## src/rtl/psr_map.svh

```systemverilog
`ifndef PSR_MAP_SVH
`define PSR_MAP_SVH
// register byte offsets
`define PSR_OFF_EXPR     12'h000
`define PSR_OFF_SUS      12'h004
`define PSR_OFF_PANEL    12'h008
`define PSR_OFF_DISP     12'h00C
`define PSR_OFF_STATUS   12'h010
`define PSR_OFF_FADER    12'h014
// reset values and display limits
`define PSR_DEST_RST     3'h0
`define PSR_SUS_RST      4'h0
`define PSR_PANEL_RST    5'h1D
`define PSR_BRIGHT_RST   7'h64
`define PSR_BRIGHT_MAX   7'h64
`define PSR_CONTR_RST    4'hA
`define PSR_CONTR_MAX    4'hE
// panel field positions
`define PSR_PNL_LOCAL    0
`define PSR_PNL_PICKUP   1
`define PSR_PNL_INFO     2
`define PSR_PNL_CYCLE    3
`define PSR_PNL_PAGEMEM  4
// debounce time
`define PSR_DEB_US       1000
`define PSR_CLK_MHZ      50
`define PSR_DEB_CYC      (`PSR_DEB_US * `PSR_CLK_MHZ)
`endif

```

## src/rtl/psr_pkg.sv

```systemverilog
package psr_pkg;
  typedef enum logic [2:0] {
    PSR_DST_FOOT, PSR_DST_MODW, PSR_DST_BREATH, PSR_DST_VOL, PSR_DST_EXPR
  } psr_dest_t;
  typedef enum logic [3:0] {
    PSR_SUS_NO, PSR_SUS_NC, PSR_TAP_NO, PSR_TAP_NC, PSR_ARP_HI, PSR_ARP_LO,
    PSR_SEQ_RISE, PSR_SEQ_FALL, PSR_ARPSEQ_HI, PSR_ARPSEQ_LO
  } psr_sus_t;
  typedef struct packed {
    logic foot;
    logic modw;
    logic breath;
    logic vol;
    logic expr;
  } psr_route_t;
  typedef struct packed {
    logic sustain_hold;
    logic tap;
    logic arp_step;
    logic arp_gate;
    logic seq_step;
  } psr_events_t;
endpackage

```

## src/rtl/psr_router.sv

```systemverilog
// Decided for this implementation: the register addresses and the APB register port.
`timescale 1ns/1ps
`default_nettype none
`include "psr_map.svh"
module psr_router
  import psr_pkg::*;
#(
  parameter int DEB_CYC = `PSR_DEB_CYC
) (
  input  wire logic        CLK_I,
  input  wire logic        RST_N_I,
  input  wire logic        PSEL_I,
  input  wire logic        PENABLE_I,
  input  wire logic        PWRITE_I,
  input  wire logic [11:0] PADDR_I,
  input  wire logic [31:0] PWDATA_I,
  output logic      [31:0] PRDATA_O,
  output logic             PREADY_O,
  output logic             PSLVERR_O,
  input  wire logic [11:0] EXPR_SAMPLE_I,
  input  wire logic        SUS_PIN_I,
  input  wire logic        PANEL_EDIT_I,
  input  wire logic [7:0]  FADER_POS_I,
  input  wire logic [7:0]  FADER_STORED_I,
  input  wire logic        FADER_MOVED_I,
  output logic      [11:0] EXPR_VALUE_O,
  output psr_route_t       EXPR_ROUTE_O,
  output psr_events_t      SUS_EVENTS_O,
  output logic             PANEL_EDIT_O,
  output logic             FADER_WRITE_O,
  output logic      [7:0]  FADER_VALUE_O,
  output logic             CYCLE_HOME_O,
  output logic             PAGE_MEMORY_O,
  output logic             INFO_DIALOGS_O,
  output logic      [6:0]  BRIGHT_O,
  output logic      [3:0]  CONTRAST_O
);

  // ==========================================================
  // registers
  psr_dest_t   dest;
  psr_sus_t    sus_mode;
  logic [4:0]  panel;
  logic [6:0]  bright;
  logic [3:0]  contr;
  logic        wr_en;
  logic        rd_en;
  logic        bad_addr;
  logic        level;
  logic        armed;
  logic        side_lo;

  assign wr_en = PSEL_I & PENABLE_I & PWRITE_I;
  assign rd_en = PSEL_I & PENABLE_I & ~PWRITE_I;
  assign PREADY_O = 1'b1;

  always_comb begin
    bad_addr = 1'b0;
    if (PADDR_I[1:0] != 2'h0) begin
      bad_addr = 1'b1;
    end else if (PADDR_I > `PSR_OFF_FADER) begin
      bad_addr = 1'b1;
    end
  end
  assign PSLVERR_O = PSEL_I & PENABLE_I & bad_addr;

  always_ff @(posedge CLK_I or negedge RST_N_I) begin
    if (!RST_N_I) begin
      dest <= PSR_DST_FOOT;
    end else if (wr_en && PADDR_I == `PSR_OFF_EXPR && PWDATA_I[2:0] <= 3'h4) begin
      dest <= psr_dest_t'(PWDATA_I[2:0]);
    end
  end

  always_ff @(posedge CLK_I or negedge RST_N_I) begin
    if (!RST_N_I) begin
      sus_mode <= PSR_SUS_NO;
    end else if (wr_en && PADDR_I == `PSR_OFF_SUS && PWDATA_I[3:0] <= 4'h9) begin
      sus_mode <= psr_sus_t'(PWDATA_I[3:0]);
    end
  end

  always_ff @(posedge CLK_I or negedge RST_N_I) begin
    if (!RST_N_I) begin
      panel <= `PSR_PANEL_RST;
    end else if (wr_en && PADDR_I == `PSR_OFF_PANEL) begin
      panel <= PWDATA_I[4:0];
    end
  end

  // out-of-range writes are clamped so the display never sees junk
  always_ff @(posedge CLK_I or negedge RST_N_I) begin
    if (!RST_N_I) begin
      bright <= `PSR_BRIGHT_RST;
      contr  <= `PSR_CONTR_RST;
    end else if (wr_en && PADDR_I == `PSR_OFF_DISP) begin
      bright <= (PWDATA_I[6:0] > `PSR_BRIGHT_MAX) ? `PSR_BRIGHT_MAX : PWDATA_I[6:0];
      contr  <= (PWDATA_I[11:8] > `PSR_CONTR_MAX) ? `PSR_CONTR_MAX : PWDATA_I[11:8];
    end
  end

  always_ff @(posedge CLK_I or negedge RST_N_I) begin
    if (!RST_N_I) begin
      PRDATA_O <= 32'h0;
    end else if (PSEL_I && !PENABLE_I && !PWRITE_I) begin
      if (PADDR_I == `PSR_OFF_EXPR) begin
        PRDATA_O <= {29'h0, dest};
      end else if (PADDR_I == `PSR_OFF_SUS) begin
        PRDATA_O <= {28'h0, sus_mode};
      end else if (PADDR_I == `PSR_OFF_PANEL) begin
        PRDATA_O <= {27'h0, panel};
      end else if (PADDR_I == `PSR_OFF_DISP) begin
        PRDATA_O <= {20'h0, contr, 1'b0, bright};
      end else if (PADDR_I == `PSR_OFF_STATUS) begin
        PRDATA_O <= {4'h0, EXPR_VALUE_O, 13'h0, side_lo, armed, level};
      end else if (PADDR_I == `PSR_OFF_FADER) begin
        PRDATA_O <= {24'h0, FADER_VALUE_O};
      end else begin
        PRDATA_O <= 32'h0;
      end
    end
  end

  // ==========================================================
  // expression input
  always_ff @(posedge CLK_I or negedge RST_N_I) begin
    if (!RST_N_I) begin
      EXPR_VALUE_O <= 12'h000;
    end else begin
      EXPR_VALUE_O <= EXPR_SAMPLE_I;
    end
  end

  always_ff @(posedge CLK_I or negedge RST_N_I) begin
    if (!RST_N_I) begin
      EXPR_ROUTE_O <= '0;
    end else begin
      EXPR_ROUTE_O.foot   <= (dest == PSR_DST_FOOT);
      EXPR_ROUTE_O.modw   <= (dest == PSR_DST_MODW);
      EXPR_ROUTE_O.breath <= (dest == PSR_DST_BREATH);
      EXPR_ROUTE_O.vol    <= (dest == PSR_DST_VOL);
      EXPR_ROUTE_O.expr   <= (dest == PSR_DST_EXPR);
    end
  end

  // ==========================================================
  // sustain / gate input: sync, agree, debounce
  logic [2:0]  sync;
  logic [22:0] deb_cnt;
  logic        level_d;
  logic        rise;
  logic        fall;

  always_ff @(posedge CLK_I or negedge RST_N_I) begin
    if (!RST_N_I) begin
      sync <= 3'h0;
    end else begin
      sync <= {sync[1:0], SUS_PIN_I};
    end
  end

  // level moves only after the synced value stays changed a full debounce time
  always_ff @(posedge CLK_I or negedge RST_N_I) begin
    if (!RST_N_I) begin
      deb_cnt <= 23'h0;
      level   <= 1'b0;
    end else if (sync[2] != sync[1] || sync[2] == level) begin
      deb_cnt <= 23'h0;
    end else if (deb_cnt == 23'(DEB_CYC - 1)) begin
      deb_cnt <= 23'h0;
      level   <= sync[2];
    end else begin
      deb_cnt <= deb_cnt + 23'h1;
    end
  end

  always_ff @(posedge CLK_I or negedge RST_N_I) begin
    if (!RST_N_I) begin
      level_d <= 1'b0;
    end else begin
      level_d <= level;
    end
  end
  assign rise = level & ~level_d;
  assign fall = ~level & level_d;

  always_ff @(posedge CLK_I or negedge RST_N_I) begin
    if (!RST_N_I) begin
      SUS_EVENTS_O <= '0;
    end else begin
      SUS_EVENTS_O <= '0;
      case (sus_mode)
        PSR_SUS_NO:    SUS_EVENTS_O.sustain_hold <= level;
        PSR_SUS_NC:    SUS_EVENTS_O.sustain_hold <= ~level;
        PSR_TAP_NO:    SUS_EVENTS_O.tap <= rise;
        PSR_TAP_NC:    SUS_EVENTS_O.tap <= fall;
        PSR_ARP_HI: begin
          SUS_EVENTS_O.arp_step <= rise;
          SUS_EVENTS_O.arp_gate <= level;
        end
        PSR_ARP_LO: begin
          SUS_EVENTS_O.arp_step <= fall;
          SUS_EVENTS_O.arp_gate <= ~level;
        end
        PSR_SEQ_RISE:  SUS_EVENTS_O.seq_step <= rise;
        PSR_SEQ_FALL:  SUS_EVENTS_O.seq_step <= fall;
        PSR_ARPSEQ_HI: begin
          SUS_EVENTS_O.arp_step <= rise;
          SUS_EVENTS_O.arp_gate <= level;
          SUS_EVENTS_O.seq_step <= rise;
        end
        PSR_ARPSEQ_LO: begin
          SUS_EVENTS_O.arp_step <= fall;
          SUS_EVENTS_O.arp_gate <= ~level;
          SUS_EVENTS_O.seq_step <= fall;
        end
        default:       SUS_EVENTS_O <= '0;
      endcase
    end
  end

  // ==========================================================
  // panel settings and fader behaviour
  logic local_on;
  logic pickup;
  logic pos_ge;

  assign local_on = panel[`PSR_PNL_LOCAL];
  assign pickup   = panel[`PSR_PNL_PICKUP];
  assign pos_ge   = FADER_POS_I >= FADER_STORED_I;

  // pickup arms on first move, remembering which side of the stored value it started
  always_ff @(posedge CLK_I or negedge RST_N_I) begin
    if (!RST_N_I) begin
      armed   <= 1'b0;
      side_lo <= 1'b0;
    end else if (!pickup) begin
      armed <= 1'b0;
    end else if (FADER_MOVED_I && local_on && !armed) begin
      armed   <= 1'b1;
      side_lo <= ~pos_ge;
    end
  end

  always_ff @(posedge CLK_I or negedge RST_N_I) begin
    if (!RST_N_I) begin
      FADER_WRITE_O <= 1'b0;
      FADER_VALUE_O <= 8'h00;
    end else begin
      FADER_WRITE_O <= 1'b0;
      if (FADER_MOVED_I && local_on) begin
        if (!pickup) begin
          FADER_WRITE_O <= 1'b1;
          FADER_VALUE_O <= FADER_POS_I;
        end else if (armed && (side_lo ? pos_ge : FADER_POS_I <= FADER_STORED_I)) begin
          FADER_WRITE_O <= 1'b1;
          FADER_VALUE_O <= FADER_POS_I;
        end
      end
    end
  end

  always_ff @(posedge CLK_I or negedge RST_N_I) begin
    if (!RST_N_I) begin
      PANEL_EDIT_O   <= 1'b0;
      CYCLE_HOME_O   <= 1'b1;
      PAGE_MEMORY_O  <= 1'b1;
      INFO_DIALOGS_O <= 1'b1;
      BRIGHT_O       <= `PSR_BRIGHT_RST;
      CONTRAST_O     <= `PSR_CONTR_RST;
    end else begin
      PANEL_EDIT_O   <= PANEL_EDIT_I & local_on;
      CYCLE_HOME_O   <= panel[`PSR_PNL_CYCLE];
      PAGE_MEMORY_O  <= panel[`PSR_PNL_PAGEMEM];
      INFO_DIALOGS_O <= panel[`PSR_PNL_INFO];
      BRIGHT_O       <= bright;
      CONTRAST_O     <= contr;
    end
  end

  // ==========================================================
  // assertions
  // route flops load one edge after reset lets go, so that first edge is skipped
  a_route_onehot: assert property (@(posedge CLK_I) disable iff (!RST_N_I)
    $past(RST_N_I) |-> $onehot(EXPR_ROUTE_O)) else $error("route not one-hot");
  a_expr_follow: assert property (@(posedge CLK_I) disable iff (!RST_N_I)
    ##1 EXPR_VALUE_O == $past(EXPR_SAMPLE_I)) else $error("expr value lag");
  a_hold_no: assert property (@(posedge CLK_I) disable iff (!RST_N_I)
    sus_mode == PSR_SUS_NO && $stable(sus_mode) |=> SUS_EVENTS_O.sustain_hold == $past(level))
    else $error("no sustain wrong");
  a_hold_nc: assert property (@(posedge CLK_I) disable iff (!RST_N_I)
    sus_mode == PSR_SUS_NC |=> SUS_EVENTS_O.sustain_hold == !$past(level))
    else $error("nc sustain wrong");
  a_tap_pulse: assert property (@(posedge CLK_I) disable iff (!RST_N_I)
    SUS_EVENTS_O.tap |=> !SUS_EVENTS_O.tap) else $error("tap longer than a cycle");
  a_tap_close: assert property (@(posedge CLK_I) disable iff (!RST_N_I)
    sus_mode == PSR_TAP_NO && rise |=> SUS_EVENTS_O.tap) else $error("tap missed");
  a_seq_fall: assert property (@(posedge CLK_I) disable iff (!RST_N_I)
    sus_mode == PSR_SEQ_FALL && fall |=> SUS_EVENTS_O.seq_step) else $error("seq step missed");
  a_local_off: assert property (@(posedge CLK_I) disable iff (!RST_N_I)
    !local_on |=> !FADER_WRITE_O && !PANEL_EDIT_O) else $error("edit with local off");
  a_jump_fader: assert property (@(posedge CLK_I) disable iff (!RST_N_I)
    FADER_MOVED_I && local_on && !pickup |=> FADER_WRITE_O && FADER_VALUE_O == $past(FADER_POS_I))
    else $error("jump not applied");
  a_disp_range: assert property (@(posedge CLK_I) disable iff (!RST_N_I)
    BRIGHT_O <= `PSR_BRIGHT_MAX && CONTRAST_O <= `PSR_CONTR_MAX) else $error("display range");
  a_route_expr: assert property (@(posedge CLK_I) disable iff (!RST_N_I)
    ##1 EXPR_ROUTE_O.expr == ($past(dest) == PSR_DST_EXPR)) else $error("route lost dest");
  a_mode_reset: assert property (@(posedge CLK_I) disable iff (!RST_N_I)
    $rose(RST_N_I) |-> sus_mode == PSR_SUS_NO && panel == `PSR_PANEL_RST)
    else $error("reset mode wrong");

  // event modes and debounce: tap, arp and seq event outputs against the level and edges they come from, and level against sync and count
  a_tap_open: assert property (@(posedge CLK_I) disable iff (!RST_N_I)
    sus_mode == PSR_TAP_NC && fall |=> SUS_EVENTS_O.tap) else $error("open tap missed");
  a_tap_nohold: assert property (@(posedge CLK_I) disable iff (!RST_N_I)
    sus_mode == PSR_TAP_NO || sus_mode == PSR_TAP_NC |=> !SUS_EVENTS_O.sustain_hold)
    else $error("tap mode holds sustain");
  a_arp_high: assert property (@(posedge CLK_I) disable iff (!RST_N_I)
    sus_mode == PSR_ARP_HI |=> SUS_EVENTS_O.arp_step == $past(rise)
      && SUS_EVENTS_O.arp_gate == $past(level)) else $error("arp high gate wrong");
  a_arp_low: assert property (@(posedge CLK_I) disable iff (!RST_N_I)
    sus_mode == PSR_ARP_LO |=> SUS_EVENTS_O.arp_step == $past(fall)
      && SUS_EVENTS_O.arp_gate == !$past(level)) else $error("arp low gate wrong");
  a_seq_rise: assert property (@(posedge CLK_I) disable iff (!RST_N_I)
    sus_mode == PSR_SEQ_RISE && rise |=> SUS_EVENTS_O.seq_step)
    else $error("rise step missed");
  a_combo_high: assert property (@(posedge CLK_I) disable iff (!RST_N_I)
    sus_mode == PSR_ARPSEQ_HI |=> SUS_EVENTS_O.arp_step == $past(rise)
      && SUS_EVENTS_O.seq_step == $past(rise) && SUS_EVENTS_O.arp_gate == $past(level))
    else $error("combined high wrong");
  a_combo_low: assert property (@(posedge CLK_I) disable iff (!RST_N_I)
    sus_mode == PSR_ARPSEQ_LO |=> SUS_EVENTS_O.arp_step == $past(fall)
      && SUS_EVENTS_O.seq_step == $past(fall) && SUS_EVENTS_O.arp_gate == !$past(level))
    else $error("combined low wrong");
  a_step_pulse: assert property (@(posedge CLK_I) disable iff (!RST_N_I)
    SUS_EVENTS_O.arp_step || SUS_EVENTS_O.seq_step |=> !SUS_EVENTS_O.arp_step
      && !SUS_EVENTS_O.seq_step) else $error("step longer than a cycle");
  a_level_agree: assert property (@(posedge CLK_I) disable iff (!RST_N_I)
    $changed(level) |-> $past(sync[2]) == level && $past(sync[1]) == level)
    else $error("level moved without agreement");
  a_deb_span: assert property (@(posedge CLK_I) disable iff (!RST_N_I)
    $changed(level) |-> $past(deb_cnt) == 23'(DEB_CYC - 1)) else $error("debounce span short");
  // an unarmed pickup fader must never write, whatever its position
  a_pickup_wait: assert property (@(posedge CLK_I) disable iff (!RST_N_I)
    pickup && !armed |=> !FADER_WRITE_O) else $error("pickup wrote before crossing");
  a_cycle_home: assert property (@(posedge CLK_I) disable iff (!RST_N_I)
    ##1 CYCLE_HOME_O == $past(panel[`PSR_PNL_CYCLE])) else $error("cycle home wrong");
  a_page_memory: assert property (@(posedge CLK_I) disable iff (!RST_N_I)
    ##1 PAGE_MEMORY_O == $past(panel[`PSR_PNL_PAGEMEM])) else $error("page memory wrong");
  a_disp_follow: assert property (@(posedge CLK_I) disable iff (!RST_N_I)
    ##1 BRIGHT_O == $past(bright) && CONTRAST_O == $past(contr)) else $error("display lag");

endmodule
`default_nettype wire

```

## config.mk

```make
export PLATFORM = sky130hd
export DESIGN_NAME = psr_router
export DESIGN_NICKNAME = d
export VERILOG_FILES = /design/src/rtl/psr_pkg.sv /design/src/rtl/psr_router.sv
export VERILOG_INCLUDE_DIRS = /design/src /design/src/rtl
export SDC_FILE = /design/constraint.sdc
export NUM_CORES = 1
export LEC_CHECK = 0
export BUFFER_PORTS_ARGS = -buffer_cell sky130_fd_sc_hd__buf_2
export CAP_MARGIN = 30
export CORE_AREA = 4 4 103 144
export CTS_CLUSTER_DIAMETER = 100
export CTS_CLUSTER_SIZE = 8
export DETAILED_ROUTE_END_ITERATION = 12
export DIE_AREA = 0 0 107 148
export GPL_ROUTABILITY_DRIVEN = 0
export PLACE_DENSITY = 0.6
export REMOVE_ABC_BUFFERS = 1
export SKIP_LAST_GASP = 1
export SLEW_MARGIN = 5
export SYNTH_ARGS = -nofsm -noshare
export SYNTH_HDL_FRONTEND = slang
export SYNTH_SLANG_ARGS = --single-unit
export TNS_END_PERCENT = 10
```

## constraint.sdc

```tcl
create_clock -name CLK_I -period 2 [get_ports CLK_I]
set_input_delay 0.4 -clock CLK_I [delete_from_list [all_inputs] [get_ports CLK_I]]
set_output_delay 0.4 -clock CLK_I [all_outputs]
set_load 0.005 [all_outputs]
```

==> results.sh, run 1 <==
export IMPL_outcome="finished clean"
export IMPL_grt_pass1_wl_um=21000
export IMPL_drtIter0Drc=196
export IMPL_wl_per_cell_um=15.9
export IMPL_synthCells=468
export IMPL_critPathBufInv=2
export IMPL_initial_core_util_pct=39.9
export IMPL_clkLatencyLatePin_ns=0.40
export IMPL_io_pin_count=160
export IMPL_clock_root_buffer="clkbuf_16"
export IMPL_crit_chain="buf_2 -> nor4_4 -> nand2_1 -> nor2_1 -> a21oi_1 -> buf_2"
export IMPL_min_path_type="in -> reg"
export IMPL_max_slew_margin_pct=62.5
export IMPL_synthSimpleGateAreaFrac_pct=16.6
export IMPL_grt_max_degree=75
export IMPL_seq_area_sq_um=3100
export IMPL_worst_ep_arrival_time_ns=1.47
export IMPL_wirelength_um=12900
export IMPL_cts_htree_levels=4
export IMPL_ant_nets=0
export IMPL_power_frac_seq_pct=43.0
export IMPL_ys_ff_latch=123
export IMPL_firstDrtPassIters=4
export IMPL_end_kind="output pin"
export IMPL_finish_utilization_pct=51.6
export IMPL_drc=0
export IMPL_syn_area_per_cell_sq_um=11.4
export IMPL_p_per_area_nw_per_um2=850
export IMPL_antenna_cells=0
export IMPL_setup_viol=0
export IMPL_instances_no_fill=815
export IMPL_crit_slowest_cell="nor4_4"
export IMPL_ir_drop_uv=534
export IMPL_placed_cells=782
export IMPL_post_cts_buffers=0
export IMPL_drv_slew=0
export IMPL_via_per_inst=4.94
export IMPL_grt_antenna_before_repair=0
export IMPL_clock_sinks=123
export IMPL_switching_share_pct=20.8
export IMPL_core_sq_um=13400
export IMPL_overflow=0
export IMPL_ctsResizeCount=0
export IMPL_cts_tree="yes"
export IMPL_path_common_cell="buf_2"
export IMPL_tightest_slew_ns=0.562
export IMPL_multi_input_area_sq_um=2060
export IMPL_clock_power_share_pct=51.8
export IMPL_p_switching_mw=1.22
export IMPL_path_class="in -> out"
export IMPL_timing_fmax_mhz=534
export IMPL_rsz0062_at_grt="false"
export IMPL_clk_path_buf_depth=2
export IMPL_ys_seq_area_share_pct=58.1
export IMPL_yosysWarnings=0
export IMPL_synth_cell_type_count=53
export IMPL_dieWidth_um=107
export IMPL_grt_util_all_layers_pct=16.9
export IMPL_power_mw=5.87
export IMPL_crit_required_ns=1.60
export IMPL_crit_family="simple AND/OR/NAND/NOR gates"
export IMPL_synth_xor_area_share_pct=3.78
export IMPL_num_vias=4025
export IMPL_rows=50
export IMPL_start_kind="input port"
export IMPL_dp_hpwl_um=9680
export IMPL_async_flop_share_pct=100
export IMPL_die_area_sq_um=15800
export IMPL_cellLeakagePower_nw=3.42
export IMPL_clock_skew_ns=0.0111
export IMPL_timing_final_crit_share_pct=93.6
export IMPL_syn_area_sq_um=5340
export IMPL_port_buffer_count=129
export IMPL_final_min_clock_period_ns=1.87
export IMPL_hold_viol_final=0
export IMPL_drive_gt1_share_pct=36.7
export IMPL_synth_flop_cell="dfrtp_1"
export IMPL_comb_power_share_pct=5.2
export IMPL_hold_buffers=1
export IMPL_cap_violations=0
export IMPL_num_nets_final=709
export IMPL_worst_path_max_fanout=5
export IMPL_p_int_mw=4.65
export IMPL_die_height_um=148
export IMPL_fill_cells=1257
export IMPL_grt_pass1_vias=4234
export IMPL_synth_adder_area_share_pct=2.11
export IMPL_synthMuxAreaShare_pct=5.75
export IMPL_cts_buffers=17
export IMPL_syn2layout_area_growth_pct=29.5
export IMPL_clk_pin_slew_ns=0.06
export IMPL_synth_top_family_by_area="simple AND/OR/NAND/NOR gates"
export IMPL_synth_edf_count=0
export IMPL_slowest_delay_ns=0.43
export IMPL_synth_compound_area_share_pct=9.83
power by group through the flow:
stage	clock [mW]	sequential (mW)	combinational, mW
after floorplan	0	2.57	0.0957
after global placement	0	2.57	0.299
after detailed placement	0	2.57	0.306
after CTS	3.10	2.52	0.310
after global routing	3.23	2.53	0.344
final	3.04	2.53	0.304
stage by stage:
stage / setup TNS, ns / setup slack [ns] / hold slack, ns / area, sq um
2_1_floorplan: -0.297 / -0.0372 / 0.104 / 5210
3_3_place_gp: -1.94 / -0.245 / 0.221 / 6310
3_5_place_dp: -2.16 / -0.277 / 0.221 / 6310
4_1_cts: 0 / 0.125 / 0.0855 / 6910
5_1_grt: 0 / 0.00893 / 0.0792 / 6910
6_report: 0 / 0.129 / 0.101 / 6910
synth_stat cells, drive strengths merged, types with 2 or more instances:
library cell	number	area (sq um)
and2	2	12.5
and3b	2	17.5
nor2b	6	37.5
a21o	2	15.0
inv	12	45.0
o21a	2	15.0
o21ai	16	80.1
a22o	12	105
nor4	8	86.3
nor3b	4	30.0
nor3	7	40.0
xor2	16	140
mux2i	7	70.1
o31ai	7	52.6
nor2	50	188
nand4	9	56.3
o221a	3	33.8
a2bb2oi	3	26.3
nand2	50	190
nor4b	2	17.5
and3	5	31.3
dfrtp	106	2650
ha	9	113
conb	2	7.51
a22oi	2	15.0
nand3	17	85.1
dfstp	17	447
buf	19	123
clkbuf	8	30.0
a211o	2	20.0
and4	4	35.0
mux2	21	236
nand2b	3	18.8
xnor2	7	61.3
a21oi	14	70.1
area by class of cell:
cell class | count | share of cell area [%]
clock buffers | 24 | 6.83
inverters | 12 | 0.652
repair buffers | 153 | 12.8
multi-input cells | 313 | 29.9
well taps | 182 | 3.30
flip-flops and latches | 123 | 44.9
clock inverters | 8 | 1.70
per-layer routing:
metal	global-route usage [%]	wire length (um)	up-vias
met2	29.5	6770	125
met5	0	0	-
li1	-	-	1928
met1	20.3	5300	1956
met4	6.08	223	0
met3	3.84	642	16
worst paths after layout:
check                           depth (start not counted)  slack [ns]               to        startpoint
worst max-delay path                                    6        0.13        PSLVERR_O        PADDR_I[7]
worst min-delay path                                    1        0.10  EXPR_VALUE_O[3]  EXPR_SAMPLE_I[3]
worst max register to register                          7        0.22      deb_cnt[16]        deb_cnt[0]
worst min register to register                          0        0.37    CONTRAST_O[1]          contr[1]
max in group asynchronous                               3        0.88        bright[6]           RST_N_I
min in group asynchronous                               2        0.36  EXPR_ROUTE_O[1]           RST_N_I
registers in the layout, indices dropped and copies added, names as in the netlist, 3 cells and up:
name / count
BRIGHT_O: 7
CONTRAST_O: 4
EXPR_ROUTE_O: 5
EXPR_VALUE_O: 12
FADER_VALUE_O: 8
PRDATA_O: 24
SUS_EVENTS_O: 5
bright: 7
contr: 4
deb_cnt: 23
dest: 3
panel: 5
sus_mode: 4
sync: 3
placed cells by master, fill, tap and decap left out, drive strengths merged, types with 5 or more instances in the layout:
master,n
ha,9
and3,5
nand2,50
dfstp,17
nand3,17
conb,9
mux2i,7
xor2,16
mux2,21
o21ai,16
nand4,9
xnor2,7
dfrtp,106
clkbuf,24
o31ai,7
nor2b,6
a21oi,14
inv,12
nor2,50
nor4,8
nor3,7
a22o,12
buf,152
logic make-up after synthesis:
family	after synthesis
other cells	2
fa+ha+maj	9
simple gates	173
flops	123
mux	28
buf+inv	39
compound gates	71
xor+xnor	23
Note: power is estimated with default switching activity, not from simulation.
==> run 2: changes to the inputs <==
Settings changed: PLACE_DENSITY 0.6 to 0.75.
==> run 2 against run 1 <==
Clock power increased by 5%. Clock skew fell by 0.0043 ns. Critical path depth rose by 2. Non-clock buffer count decreased by 1. Cell area increased by 0.27%. Critical endpoint is now FADER_VALUE_O[4]. Die area unchanged.
==> results.sh, run 2 (same netlist as run 1, synthesis figures left out) <==
export IMPL_largest_reg_flops=24
export IMPL_cts_buffers=17
export IMPL_endpoint="FADER_VALUE_O[4]"
export IMPL_grt_max_degree=41
export IMPL_clk_pin_slew_ns=0.05
export IMPL_timing_fmax_mhz=539
export IMPL_layout_common_cells="buf_2, dfrtp_1, nor2_1"
export IMPL_max_slew_margin_pct=63.4
export IMPL_num_nets_final=708
export IMPL_ctsResizeCount=0
export IMPL_grt_util_all_layers_pct=18.1
export IMPL_place_area_sq_um=6300
export IMPL_crit_required_ns=2.29
export IMPL_grt_antenna_before_repair=0
export IMPL_final_min_clock_period_ns=1.86
export IMPL_end_kind="flip-flop"
export IMPL_dp_hpwl_um=10100
export IMPL_timing_final_crit_share_pct=92.8
export IMPL_clock_skew_ns=0.00677
export IMPL_firstDrtPassIters=4
export IMPL_timing_rr_start="deb_cnt[0]"
export IMPL_antenna_cells=0
export IMPL_worst_path_max_fanout=6
export IMPL_die_height_um=148
export IMPL_wl_per_cell_um=16.7
export IMPL_top_register="PRDATA_O"
export IMPL_hold_viol_final=0
export IMPL_worstSetupStartpoint="FADER_POS_I[7]"
export IMPL_setup_viol=0
export IMPL_initial_core_util_pct=39.9
export IMPL_min_path_type="in -> reg"
export IMPL_worstRegToRegCells=6
export IMPL_holdWs_ns=0.0962
export IMPL_crit_chain="buf_2 -> ha_1 -> a21oi_1 -> o21ai_1 -> nand4bb_1 -> a41oi_4 -> buf_4 -> mux2_2"
export IMPL_tightest_slew_ns=0.544
export IMPL_grt_pass1_vias=4481
export IMPL_drv_slew=0
export IMPL_top_regs="PRDATA_O x24, deb_cnt x23, EXPR_VALUE_O x12"
export IMPL_p_per_area_nw_per_um2=871
export IMPL_io_pin_count=160
export IMPL_die_area_sq_um=15800
export IMPL_rsz0062_at_grt="false"
export IMPL_cap_violations=0
export IMPL_via_per_inst=5.02
export IMPL_slowest_delay_ns=0.33
export IMPL_port_buffer_count=129
export IMPL_core_sq_um=13400
export IMPL_rrSetupSlack_ns=0.20
export IMPL_syn2layout_area_growth_pct=29.8
export IMPL_num_vias=4086
export IMPL_final_common_cell="buf_2"
export IMPL_outcome="finished clean"
export IMPL_overflow=0
export IMPL_drtIter0Drc=188
export IMPL_cts_htree_levels=4
export IMPL_grt_pass1_wl_um=22700
export IMPL_wirelength_um=13600
export IMPL_rows=50
export IMPL_stdcell_area_sq_um=6930
export IMPL_clock_root_buffer="clkbuf_16"
export IMPL_clock_sinks=123
export IMPL_clk_path_buf_depth=2
export IMPL_clkLatencyLatePin_ns=0.41
export IMPL_dpl_worst_slack_ns=-0.321
export IMPL_worst_ep_arrival_time_ns=2.14
export IMPL_setup_ws_ns=0.145
export IMPL_crit_slowest_cell="mux2_2"
export IMPL_hold_depth=1
export IMPL_ir_drop_uv=645
export IMPL_r2r_end="deb_cnt[12]"
export IMPL_start_kind="input port"
export IMPL_dieWidth_um=107
export IMPL_drc=0
export IMPL_ant_nets=0
export IMPL_cellLeakagePower_nw=3.43
export IMPL_cts_tree="yes"
export IMPL_power_mw=6.03
export IMPL_path_class="in -> reg"
export IMPL_drive_gt1_share_pct=36.6
run 2: cell count changes in the layout (fill, tap and decap cells not counted):
cell        change
clkinv_4        +1
clkinvlp_4      -1
buf_4           -1
clkinv_2        -1
bufinv_16       +1
run 2: metal layers:
| metal | routed length, um | up-vias | GRT usage [%] |
|---|---|---|---|
| met2 | 7190 | 111 | 32.5 |
| met3 | 734 | 21 | 5.50 |
| met4 | 238 | 0 | 6.53 |
| met5 | 0 | - | 0 |
| li1 | - | 1936 | - |
| met1 | 5410 | 2018 | 20.1 |
run 2: layout make-up:
type / count / area (sq um)
timing repair buffer: 152 / 873
clock buffer: 24 / 472
fill: 1231 / 6460
multi-input combinational: 313 / 2060
tap: 182 / 228
inverter: 12 / 45.0
sequential: 123 / 3100
clock inverter: 8 / 144
run 2: report_power, final:
part / total (mW) / leakage, nW / internal, mW / switching, mW
registers: 2.53 / 1.62 / 2.51 / 0.0128
clock network: 3.19 / 0.302 / 2.15 / 1.04
logic: 0.313 / 1.51 / 0.124 / 0.189
run 2: metrics by stage:
| stage | cells | utilization [%] | TNS, ns |
|---|---|---|---|
| 3_3_place_gp | 781 | 47.1 | -1.89 |
| 3_5_place_dp | 781 | 47.1 | -2.44 |
| 6_report | 814 | 51.7 | 0 |
| 2_1_floorplan | 448 | - | -0.297 |
| 4_1_cts | 814 | 51.7 | 0 |
| 5_1_grt | 814 | 51.7 | 0 |
run 2: worst min-delay path by stage:
stage / to / from
final: EXPR_VALUE_O[8] / EXPR_SAMPLE_I[8]
after global placement: sync[1] / sync[0]
after detailed placement: sync[1] / sync[0]
after CTS: EXPR_VALUE_O[8] / EXPR_SAMPLE_I[8]
after floorplan: BRIGHT_O[0] / RST_N_I
after global routing: EXPR_VALUE_O[6] / EXPR_SAMPLE_I[6]
run 2: critical path, delay by kind of cell:
family | cells | cell delay [ns]
compound gates | 3 | 0.52
mux | 1 | 0.33
fa+ha+maj | 1 | 0.32
buf+inv | 2 | 0.29
simple gates | 1 | 0.27
run 2: timing repair:
item	CTS	global route
hold buffers	1	0
setup buffers	0	0
hold endpoints to repair	25	0
==> run 3: changes to the inputs <==
Clock period 2 ns to 2.4 ns, I/O delays scaled along.
==> run 3 against run 2 <==
Combinational power decreased by 21%. Worst setup slack gained 0.20 ns. Routed wire length decreased by 1.6%. Sequential cell count stayed put. Critical endpoint unchanged. Clock skew rose by 0.0033 ns. Via count increased by 0.24%. Highest routed layer unchanged. Non-clock buffer count shrank 11. Cell area shrank 2.1%.
==> results.sh, run 3 (same netlist as run 1, synthesis figures left out) <==
export IMPL_outcome="finished clean"
export IMPL_die_area_sq_um=15800
export IMPL_dieWidth_um=107
export IMPL_top_register="PRDATA_O"
export IMPL_fill_cells=1202
export IMPL_p_per_area_nw_per_um2=714
export IMPL_via_per_inst=5.10
export IMPL_initial_core_util_pct=39.9
export IMPL_wirelength_um=13400
export IMPL_top_regs="PRDATA_O x24, deb_cnt x23, EXPR_VALUE_O x12"
export IMPL_power_mw=4.84
export IMPL_placed_cells=771
export IMPL_wl_per_cell_um=16.6
export IMPL_p_int_mw=3.71
export IMPL_instances_no_fill=803
export IMPL_dp_hpwl_um=10000
export IMPL_port_buffer_count=129
export IMPL_die_height_um=148
export IMPL_timing_fmax_mhz=487
export IMPL_power_frac_seq_pct=43.5
export IMPL_end_kind="flip-flop"
export IMPL_grt_antenna_before_repair=0
export IMPL_firstDrtPassIters=5
export IMPL_rrSetupSlack_ns=0.51
export IMPL_clock_root_buffer="clkbuf_16"
export IMPL_r2r_end="deb_cnt[13]"
export IMPL_clock_power_share_pct=51.4
export IMPL_hold_viol_final=0
export IMPL_cts_htree_levels=4
export IMPL_num_nets_final=697
export IMPL_drc=0
export IMPL_drv_slew=0
export IMPL_layout_common_cells="buf_2, dfrtp_1, nor2_1"
export IMPL_tightest_slew_ns=0.708
export IMPL_grt_util_all_layers_pct=17.6
export IMPL_switching_share_pct=23.2
export IMPL_largest_reg_flops=24
export IMPL_worst_ep_arrival_time_ns=2.35
export IMPL_min_path_type="in -> async"
export IMPL_setup_viol=0
export IMPL_clock_skew_ns=0.0101
export IMPL_clk_pin_slew_ns=0.06
export IMPL_drtIter0Drc=184
export IMPL_ant_nets=0
export IMPL_num_vias=4096
export IMPL_overflow=0
export IMPL_stdcell_area_sq_um=6780
export IMPL_ctsResizeCount=0
export IMPL_grt_max_degree=54
export IMPL_worst_path_max_fanout=9
export IMPL_start_kind="input port"
export IMPL_grt_pass1_wl_um=21900
export IMPL_timing_final_crit_share_pct=85.6
export IMPL_max_slew_margin_pct=52.8
export IMPL_cts_buffers=17
export IMPL_cellLeakagePower_nw=3.35
export IMPL_post_cts_buffers=0
export IMPL_cts_tree="yes"
export IMPL_core_sq_um=13400
export IMPL_antenna_cells=0
export IMPL_final_common_cell="buf_2"
export IMPL_crit_required_ns=2.69
export IMPL_grt_pass1_vias=4376
export IMPL_ir_drop_uv=494
export IMPL_p_switching_mw=1.12
export IMPL_place_area_sq_um=6200
export IMPL_clkLatencyLatePin_ns=0.41
export IMPL_hold_buffers=0
export IMPL_dpl_worst_slack_ns=-0.104
export IMPL_syn2layout_area_growth_pct=27.0
export IMPL_comb_power_share_pct=5.1
export IMPL_clk_path_buf_depth=2
export IMPL_setup_ws_ns=0.347
export IMPL_worstRegToRegCells=7
export IMPL_path_class="in -> reg"
export IMPL_final_min_clock_period_ns=2.05
export IMPL_rows=50
export IMPL_drive_gt1_share_pct=36.2
export IMPL_io_pin_count=160
export IMPL_clock_sinks=123
export IMPL_rsz0062_at_grt="false"
export IMPL_cap_violations=0
export IMPL_timing_rr_start="deb_cnt[0]"
-- run 3: per-stage QoR --
| stage | hold slack (ns) | setup TNS [ns] | utilization (%) |
|---|---|---|---|
| floorplan | 0.184 | 0 | - |
| global placement | 0.342 | -0.0884 | 46.3 |
| detailed placement | 0.343 | -0.761 | 46.3 |
| CTS | 0.138 | 0 | 50.6 |
| global route | 0.154 | 0 | 50.6 |
| finish | 0.116 | 0 | 50.6 |
-- run 3: critical path, stage by stage --
cell       delay (ns)
buf_2            0.11
ha_1             0.31
a21oi_1          0.14
o21ai_1          0.15
nand4bb_1        0.30
a41oi_4          0.46
mux2_2           0.39
-- run 3: power groups by stage --
stage	Combinational [mW]	Sequential [mW]	Clock, mW
after floorplan	0.0798	2.14	0
after detailed placement	0.251	2.14	0
after global placement	0.239	2.14	0
after CTS	0.252	2.10	2.52
after global routing	0.279	2.11	2.64
final	0.248	2.10	2.49
-- run 3: worst max path at each step --
| stage | from | to | cells past startpoint |
|---|---|---|---|
| 5_1_grt | FADER_POS_I[7] | FADER_VALUE_O[7] | 7 |
| 3_5_place_dp | FADER_POS_I[7] | FADER_VALUE_O[4] | 7 |
| 6_report | FADER_POS_I[7] | FADER_VALUE_O[4] | 7 |
| 3_3_place_gp | FADER_POS_I[7] | FADER_VALUE_O[5] | 7 |
| 4_1_cts | FADER_POS_I[7] | FADER_VALUE_O[4] | 7 |
| 2_1_floorplan | FADER_STORED_I[7] | FADER_VALUE_O[0] | 7 |
-- run 3: area by class of cell --
type	instances	area [sq um]	area share (%)
Clock buffer	18	429	6.33
Clock inverter	14	149	2.20
Inverter	12	45.0	0.665
Multi-Input combinational cell	313	2060	30.5
Sequential cell	123	3100	45.7
Tap cell	182	228	3.36
Timing Repair Buffer	141	763	11.3
-- run 3: per-layer routing --
metal  wire [um]  global-route usage (%)  vias to the layer above
met2        7080                    30.9                      148
li1            -                       -                     1904
met1        5230                    20.1                     2025
met5           0                       0                        -
met4         194                    6.27                        0
met3         849                    5.42                       19
